===== src/pseq_regs.svh =====
`ifndef PSEQ_REGS_SVH
`define PSEQ_REGS_SVH
`define PSEQ_PC_W        11
`define PSEQ_PC_RESET    11'h7ff
`define PSEQ_PAGE_RESET  2'h0
`define PSEQ_PAGE_LSB    5
`define PSEQ_PAGE_MSB    6
`define PSEQ_PCL_ADDR    5'h02
`define PSEQ_INDIRECT_DATA_PORT_ADDR   5'h00
`define PSEQ_FSR_ADDR    5'h04
`define PSEQ_FSR_RESET   7'h00
`endif


===== src/pseq_pkg.sv =====
package pseq_pkg;
    typedef enum logic [1:0]
    {
        PSEQ_VAR_SMALL = 2'h0,
        PSEQ_VAR_MID   = 2'h1,
        PSEQ_VAR_LARGE = 2'h3
    } pseq_variant_e;
    typedef enum logic [2:0]
    {
        PSEQ_OP_STEP   = 3'h0,
        PSEQ_OP_JUMP   = 3'h1,
        PSEQ_OP_CALL   = 3'h3,
        PSEQ_OP_RET    = 3'h2,
        PSEQ_OP_PCLWR  = 3'h6
    } pseq_op_e;
    typedef logic [10:0] pseq_pc_t;
endpackage : pseq_pkg


===== src/pseq_indirect.sv =====
`timescale 1ns/1ps
`include "pseq_regs.svh"
module pseq_indirect
    import pseq_pkg::*;
(
    input  wire logic          banked,
    input  wire logic [6:0]    fsrValue,
    input  wire logic [6:0]    directAddr,
    input  wire logic          fileWrite,
    output logic      [6:0]    effAddr,
    output logic               effWrite,
    output logic               readZero,
    output logic      [6:0]    fsrView
);
    logic isIndirect;
    logic selfRef;
    always_comb
    begin
        // unbanked pointer reads ones in the bank field
        fsrView = banked ? fsrValue : {2'b11, fsrValue[4:0]};
        isIndirect = (directAddr[4:0] == `PSEQ_INDIRECT_DATA_PORT_ADDR);
        selfRef = isIndirect && (fsrValue[4:0] == `PSEQ_INDIRECT_DATA_PORT_ADDR);
        if (isIndirect)
            effAddr = {banked ? fsrValue[6:5] : 2'b00,
                       fsrValue[4:0]};
        else
            effAddr = directAddr;
        readZero = selfRef;
        effWrite = fileWrite && !selfRef;
    end
endmodule : pseq_indirect


===== src/pseq_sequencer.sv =====
// What this block does
// pc steps by one each cycle unless an instruction loads it
// jump loads pc bits 8:0 from the instruction immediate
// low pc latch reads and writes pc bits 7:0
// on large variants page bits supply pc bits 9 and 10 on loads
// call or latch write loads bits 7:0, forces bit 8 low
// move, add and bit-set to the latch all use call-style load
// stepping past a page end enters next page, page bits unchanged
// loads go to preselected page; software updates page bits itself
// reset sets pc to all ones, the reset vector
// reset clears page bits, preselecting page 0
// return stack has two levels as wide as the pc
// call copies level 1 to level 2, pushes pc plus one
// return loads pc from level 1, copies level 2 to level 1
// return loads the working register with the instruction literal
// indirect port access goes to register pointed by the pointer
// pointer zero makes an indirect read return zero
// indirect write to the port itself stores nothing
// page field 00..11 selects page 0..3
// pointer low five bits select addresses 00h to 1fh
// banked pointer bits 6:5 select bank; unbanked read as ones
`timescale 1ns/1ps
`include "pseq_regs.svh"
module pseq_sequencer
    import pseq_pkg::*;
(
    input  wire logic          mclk,
    input  wire logic          reset,
    input  wire logic          ce,
    input  wire pseq_variant_e variant,
    input  wire pseq_op_e      op,
    input  wire logic [8:0]    immediate,
    input  wire logic [7:0]    pclWriteData,
    input  wire logic          statusWrite,
    input  wire logic [7:0]    statusWriteData,
    input  wire logic          fsrWrite,
    input  wire logic [6:0]    fsrWriteData,
    input  wire logic [6:0]    directAddr,
    input  wire logic          fileWrite,
    output logic      [10:0]   progAddr,
    output logic      [7:0]    pcLowLatch,
    output logic      [1:0]    pagePreselect,
    output logic               workLoad,
    output logic      [7:0]    workData,
    output logic      [6:0]    filePointer,
    output logic      [6:0]    fileAddr,
    output logic               fileWriteEn,
    output logic               fileReadZero,
    output logic      [10:0]   stackTop,
    output logic      [10:0]   stackBottom
);
    pseq_pc_t   pc_q;
    pseq_pc_t   pc_d;
    logic [1:0] page_q;
    logic [1:0] page_d;
    logic [6:0] fsr_q;
    logic [6:0] fsr_d;
    logic       wload_q;
    logic       wload_d;
    logic [7:0] wdata_q;
    logic [7:0] wdata_d;
    pseq_pc_t   pcMask;
    pseq_pc_t   pcInc;
    pseq_pc_t   pageBits;
    pseq_pc_t   lvl1;
    pseq_pc_t   lvl2;
    pseq_pc_t   lvl1In;
    logic       lvl1Load;
    logic       lvl2Load;

    always_comb
    begin
        // pc width by variant: 9, 10 or 11 bits
        case (variant)
            PSEQ_VAR_SMALL: pcMask = 11'h1ff;
            PSEQ_VAR_MID:   pcMask = 11'h3ff;
            default:        pcMask = 11'h7ff;
        endcase
        pcInc = (pc_q + 11'h001) & pcMask;
        // page field maps to pc 10:9, masked to the pc width of the variant //
        pageBits = {page_q, 9'h000} & pcMask;
    end

    // pc, page and working-register sequencing
    always_comb
    begin
        pc_d = pcInc;
        page_d = page_q;
        wload_d = 1'b0;
        wdata_d = wdata_q;
        lvl1Load = 1'b0;
        lvl2Load = 1'b0;
        lvl1In = lvl1;
        case (op)
            PSEQ_OP_JUMP:
                pc_d = pageBits | {2'b00, immediate};
            PSEQ_OP_CALL:
            begin
                pc_d = pageBits | {3'b000, immediate[7:0]};
                lvl2Load = 1'b1;
                lvl1Load = 1'b1;
                lvl1In = pcInc;
            end
            PSEQ_OP_RET:
            begin
                pc_d = lvl1 & pcMask;
                lvl1Load = 1'b1;
                lvl1In = lvl2;
                wload_d = 1'b1;
                wdata_d = immediate[7:0];
            end
            PSEQ_OP_PCLWR:
                pc_d = pageBits | {3'b000, pclWriteData};
            default:
                pc_d = pcInc;
        endcase
        if (statusWrite && variant != PSEQ_VAR_SMALL)
            page_d = statusWriteData[`PSEQ_PAGE_MSB:`PSEQ_PAGE_LSB];
        else if (statusWrite)
            page_d = `PSEQ_PAGE_RESET;
        fsr_d = fsrWrite ? fsrWriteData : fsr_q;
    end

    always_ff @(posedge mclk)
    begin
        if (reset)
        begin
            pc_q <= `PSEQ_PC_RESET;
            page_q <= `PSEQ_PAGE_RESET;
            fsr_q <= `PSEQ_FSR_RESET;
            wload_q <= 1'b0;
            wdata_q <= 8'h00;
        end
        else if (ce)
        begin
            pc_q <= pc_d;
            page_q <= page_d;
            fsr_q <= fsr_d;
            wload_q <= wload_d;
            wdata_q <= wdata_d;
        end
    end

    pseq_stack_level u_level1
    (
        .mclk      (mclk),
        .reset     (reset),
        .ce        (ce),
        .load      (lvl1Load),
        .loadValue (lvl1In),
        .value     (lvl1)
    );

    pseq_stack_level u_level2
    (
        .mclk      (mclk),
        .reset     (reset),
        .ce        (ce),
        .load      (lvl2Load),
        .loadValue (lvl1),
        .value     (lvl2)
    );

    pseq_indirect u_indirect
    (
        .banked     (variant == PSEQ_VAR_LARGE),
        .fsrValue   (fsr_q),
        .directAddr (directAddr),
        .fileWrite  (fileWrite),
        .effAddr    (fileAddr),
        .effWrite   (fileWriteEn),
        .readZero   (fileReadZero),
        .fsrView    (filePointer)
    );

    assign progAddr = pc_q & pcMask;
    assign pcLowLatch = pc_q[7:0];
    assign pagePreselect = page_q;
    assign workLoad = wload_q;
    assign workData = wdata_q;
    assign stackTop = lvl1;
    assign stackBottom = lvl2;
endmodule : pseq_sequencer


===== src/pseq_stack_level.sv =====
`timescale 1ns/1ps
module pseq_stack_level
    import pseq_pkg::*;
(
    input  wire logic     mclk,
    input  wire logic     reset,
    input  wire logic     ce,
    input  wire logic     load,
    input  wire pseq_pc_t loadValue,
    output pseq_pc_t      value
);
    pseq_pc_t level_q;
    pseq_pc_t level_d;
    always_comb
    begin
        level_d = level_q;
        if (load)
            level_d = loadValue;
    end
    always_ff @(posedge mclk)
    begin
        if (reset)
            level_q <= '0;
        else if (ce)
            level_q <= level_d;
    end
    assign value = level_q;
endmodule : pseq_stack_level


===== config.mk =====
export PLATFORM = sky130hd
export DESIGN_NAME = pseq_sequencer
export DESIGN_NICKNAME = d
export VERILOG_FILES = /design/src/pseq_pkg.sv /design/src/pseq_indirect.sv /design/src/pseq_sequencer.sv /design/src/pseq_stack_level.sv
export VERILOG_INCLUDE_DIRS = /design/src
export SDC_FILE = /design/constraint.sdc
export NUM_CORES = 1
export LEC_CHECK = 0
export BUFFER_PORTS_ARGS = -buffer_cell sky130_fd_sc_hd__clkbuf_2
export CORE_ASPECT_RATIO = 1.25
export CORE_MARGIN = 2
export CORE_UTILIZATION = 49
export CTS_CLUSTER_SIZE = 30
export DETAILED_ROUTE_END_ITERATION = 7
export PLACE_DENSITY = 0.89
export SLEW_MARGIN = 25
export SYNTH_ARGS = -nofsm -noshare
export SYNTH_HDL_FRONTEND = slang
export SYNTH_SLANG_ARGS = --single-unit

===== constraint.sdc =====
create_clock -name mclk -period 2 [get_ports mclk]
set_input_delay 0 -clock mclk [delete_from_list [all_inputs] [get_ports mclk]]
set_output_delay 0 -clock mclk [all_outputs]
set_load 0.005 [all_outputs]

Yosys cells after proc, flatten, opt, wreduce, memory -nomap -nowiden
Cells that the tools add are included.
{"block": "op_classes", "addsub": 1, "eq_ne": 6, "mux": 11, "bitwise_logic": 7, "reduce_logical": 16}
{"cell": "bitwise AND 11 bit", "n": 4}
{"cell": "case mux 11 bit (2 select lines)", "n": 2}
{"cell": "case mux 11 bit (4 select lines)", "n": 1}
{"cell": "bitwise OR 11 x 8 -> 11 bit", "n": 2}
{"cell": "two-way mux 7 bit", "n": 2}
{"cell": "adder 11 x 1 -> 11 bit (second input constant)", "n": 1}
{"cell": "bitwise OR 11 x 9 -> 11 bit", "n": 1}
{"cell": "zero test 5 bit", "n": 2}
{"cell": "AND reduction 2 bit", "n": 4}
{"cell": "equality test 3 x 2 -> 1 bit (second input constant)", "n": 2}
{"cell": "two-way mux 2 bit", "n": 3}
{"cell": "nonzero test 2 bit", "n": 3}
{"cell": "equality test 3 x 1 -> 1 bit (second input constant)", "n": 1}
{"cell": "equality test 3 bit (second input constant)", "n": 1}
{"cell": "logical AND 1 bit", "n": 3}
{"cell": "two-way mux 1 bit", "n": 3}
{"cell": "AND reduction 3 bit", "n": 1}
{"cell": "equality test 2 x 1 -> 1 bit (second input constant)", "n": 1}
{"cell": "equality test 2 bit (second input constant)", "n": 1}
{"cell": "zero test 2 bit", "n": 1}
{"cell": "OR reduction 2 bit", "n": 1}
{"cell": "zero test 1 bit", "n": 1}
{"block": "totals", "register_bits": 51, "in_bits": 50, "output_inout_bits": 68, "wordCells": 48}

Depth between registers and ports, before layout
{"block": "logic_depth", "word_depth": 5, "ltp_mapped": 7, "ltp_nobuf": 5}

Hierarchy
A second synthesis with hierarchy kept.
{"block": "hier_totals", "cells_unflattened": 396, "hier_area_um2": 3256.9}
{"module": "pseq_sequencer", "instances": 1, "cells_per_inst": 274, "area_per_inst_um2": 2042.0, "seq_area_each_um2": 580.6}
{"module": "pseq_stack_level", "instances": 2, "cells_per_inst": 49, "area_per_inst_um2": 513.0, "seq_area_each_um2": 220.2}
{"module": "pseq_indirect", "instances": 1, "cells_per_inst": 24, "area_per_inst_um2": 188.9, "seq_area_each_um2": 0.0}

Worst setup path after synthesis
Ideal clock, no wire load.
{"block": "synth_timing", "kind": "register -> register", "from": "reg pc_q[0]", "to": "reg u_level1.level_q[10] (netlist: u_level1.value[10])", "setup_time_ps": 58, "arrival_ps": 1622, "required_time_ps": 1942, "setup_slack_ps": 320, "stages_incl_launch_ff": 6, "path_buffers": 0, "synth_period_minus_slack_ps": 1680, "cell_sequence": "dfxtp_1 -> ha_1 -> inv_1 -> or4_1 -> a21oi_1 -> o221a_2"}
{"block": "synth_via", "elab_chain_cells": 3}
{"item": "from (decl)", "line_no": "pseq_sequencer.sv:52", "rtl": "pseq_pc_t pc_q;"}
{"item": "from (signal assigned)", "line_no": "pseq_sequencer.sv:128", "rtl": "pc_q <= `PSEQ_PC_RESET;"}
{"item": "from (signal assigned)", "line_no": "pseq_sequencer.sv:136", "rtl": "pc_q <= pc_d;"}
{"item": "adder 11 x 1 -> 11 bit", "line_no": "pseq_sequencer.sv:79", "rtl": "pcInc = (pc_q + 11'h001) & pcMask;"}
{"item": "bitwise AND 11 bit", "line_no": "pseq_sequencer.sv:79"}
{"item": "case mux 11 bit (2 select lines)", "line_no": "pseq_sequencer.sv:94", "rtl": "case (op)"}
{"item": "to (signal assigned)", "line_no": "pseq_stack_level.sv:25", "rtl": "level_q <= level_d;"}
{"item": "to (decl)", "line_no": "pseq_stack_level.sv:12", "rtl": "pseq_pc_t level_q;"}
Every way passes these cells.
A chain may end at the register's enable or synchronous reset.

Worst setup path after layout
{"block": "layout_timing", "from": "reg pc_q[1]", "to": "reg u_level1.level_q[10] (netlist: u_level1.value[10])"}
Same word-level chain as after synthesis.

==> run_results.csv <==
group,metric,value,unit
synthesis,netlist_instances,380,
layout,final_layout_size_suffix_gt1_share,29.46,%
clocking,cts.sinks,51,
synthesis,synthArstFlopShare,0,%
clocking,cts.clk_slew.worst_paths,0.10,ns
place,portBuffers,111,
clocking,cts_tree,"yes",
layout,area_delta_synth_final,24.82,%
synthesis,synth.most_common_cell,"nand2_1",
setup_path,reg2reg_from,"pc_q[1]",
clocking,postCtsSetupBuffers,0,
clocking,cts-root-buf,"clkbuf_8",
sta,max_slew.worst_pin.slew,0.8038,ns
synthesis,synth.distinct_cells,60,
sta,finalHoldViolCount,0,
setup_path,worst-setup-path-type,"flop to flop",
synthesis,synth_commonest_cells,"nand2_1 (67), a21oi_1 (51), dfxtp_1 (51)",
synthesis,ys_seq_elements,51,
sta,tns,0,ns
power_and_ir_drop,p_leak,1.632,nW
sta,timing.final.crit_share,89.05,%
job,drv_cap,0,
sta,maxSlewHeadroom,46.22,%
synthesis,yosysWarnings,0,
detailed_routing,wirelength,8916,um
sta,setup_viol,0,
detailed_routing,drc_errors,0,
setup_path,critPathCaptureType,"flop",
synthesis,syn_area,0.002914,mm^2
clocking,cts_buffer_depth,2,
layout,finalNonFillerCells,548,
setup_path,start_kind,"flop",
die,die_w,72.98,um
power_and_ir_drop,p_per_area,665.5,mW/mm^2
synthesis,synth_nets,431,
detailed_routing,postRouteAntennaNets,0,
outcome,status,"finished clean",
global_route,track_usage,27.35,%
synthesis,yosys-top-cells-area,"dfxtp_1 (35%), a21oi_1 (8.8%), nand2_1 (8.6%), buf_4 (5.9%), o21ai_0 (4.0%)",
setup_path,critPathMaxStageDelay,0.51,ns
sta,finalClockSkew,0.004467,ns
die,die-area,0.006584,mm^2
die,start_util,50.42,%
place,hpwl,6306,um
synthesis,synth_seq_area_share,35.04,%
synthesis,yosysTopAreaCell,"dfxtp_1",
die,rows,31,
setup_path,required,2.26,ns
sta,period_needed,1.781,ns
sta,fmax,0.5615,GHz
synthesis,synth_top_cell_area_share,35.04,%
detailed_routing,num_vias,3251,
detailed_routing,drt-pass1-iter-count,5,
global_route,grt_pass1_wl,14540,um
global_route,grt_max_degree,29,
sta,drv_slew,0,
detailed_routing,post_drt_wl_per_cell,16.27,um
hold_path,hp-start,"fsrWrite",
sta,rsz0062_at_grt,"false",
layout,nets,532,
detailed_routing,drt-initial-drc-count,269,
detailed_routing,routed_via_density,5.932,
clocking,htree_num_levels,2,
synthesis,synth-edff-count,0,
layout,antenna_cells,0,
hold_path,holdCritPathClass,"input pin to flop",
global_route,grt_overflow,0,
setup_path,cp-startpoint,"pc_q[1]",
setup_path,crit_fanout,8,
die,ios,118,
synthesis,synth_top_flop_cell,"dfxtp_1",
clocking,clk_latency,0.31,ns
die,core_area,0.005779,mm^2
layout,final_core_util,62.94,%
setup_path,path_cells,"ha_1, inv_1, or4_1, a21oi_1, o221a_2",
setup_path,worstPathArrival,2.04,ns
global_route,antenna_found_initial,0,
synthesis,avgSynthCellArea,7.669,um^2
global_route,grt_pass1_vias,3103,
place,place_inst,523,
clocking,cts_buffers,5,
setup_path,cpMaxStageDelayCell,"dfxtp_1",
place,place_congestion,0.9059,
die,fp.dieH,90.22,um
power_and_ir_drop,vdd.ir_drop.worst,380.6,uV
critical path: cells and delay by family, from the launching register on:
| family | cells | cell delay (ns) |
|---|---|---|
| flops | 1 | 0.51 |
| simple gates | 1 | 0.51 |
| compound gates | 2 | 0.37 |
| fa+ha+maj | 1 | 0.23 |
| buf+inv | 1 | 0.11 |
flip-flops by register name (all words and copies together) (netlist names):
register	count
workLoad	1
pagePreselect	2
pc_q	11
u_level2.value	11
u_level1.value	11
fsr_q	7
workData	8
where the power goes:
part / total, mW / switching [mW] / internal, mW
clock network: 0.738 / 0.364 / 0.373
logic: 0.561 / 0.303 / 0.259
registers: 1.12 / 0.0607 / 1.06
cells in the final DEF, fill, tap and decap left out, drive strengths merged, types with 4 or more instances in the layout:
cell         synthesis  layout
dlygate4sd3          0      17
mux2i                8       8
a2bb2oi              5       5
nand2b               4       4
nand3               12      12
a21oi               51      51
a21o                 5       5
nor2                20      20
a22oi                4       4
a211oi               4       4
or4                  4       4
dfxtp               51      51
nor3                 4       4
o21ai               23      23
inv                  6       6
buf                 35      14
clkbuf              13     116
nand2               67      67
nand4                6       6
path summary, 6_finish.rpt:
| check | to | slack, ns | cells after the start |
|---|---|---|---|
| max | u_level1.value[10] | 0.22 | 5 |
| min | fsr_q[0] | 0.03 | 3 |
| max reg2reg | u_level1.value[10] | 0.22 | 5 |
| min reg2reg | workData[4] | 0.46 | 2 |
repair_timing:
item / 4_1_cts / 5_1_grt
hold endpoints to repair: 17 / 0
gates resized for setup: 0 / 0
hold buffers: 17 / 0
final cells by class:
cell class / count / area, um^2
clock buffers: 5 / 68.82
clock inverters: 3 / 43.79
fillers: 484 / 2142
inverters: 7 / 26.28
multi-input cells: 274 / 1564
flip-flops and latches: 51 / 1021
well taps: 66 / 82.58
repair buffers: 142 / 830.8
metrics by stage:
stage	hold WS (ns)	instance area [um^2]	power, mW	worst slack (ns)
6_report	0.02504	3637	2.421	0.2191
5_1_grt	0.04846	3637	2.516	0.1189
4_1_cts	0.01910	3637	2.404	0.2264
3_3_place_gp	0.2388	3354	1.650	0.2843
2_1_floorplan	0.04341	2914	1.502	0.3197
3_5_place_dp	0.2441	3354	1.664	0.2474
routing by layer:
| metal | vias up | global-route usage (%) | routed length [um] |
|---|---|---|---|
| met2 | 189 | 45.68 | 4378 |
| met3 | 29 | 4.821 | 690 |
| met5 | - | 0 | 0 |
| li1 | 1527 | - | - |
| met4 | 0 | 13.12 | 310 |
| met1 | 1506 | 33.15 | 3537 |
kinds of logic after synthesis:
group	synth area share, %
fa+ha+maj	0.4293
xor+xnor	1.202
mux	3.521
flops	35.04
compound gates	25.20
buf+inv	11.29
simple gates	23.32
Note: power is estimated with default switching activity, not from simulation.
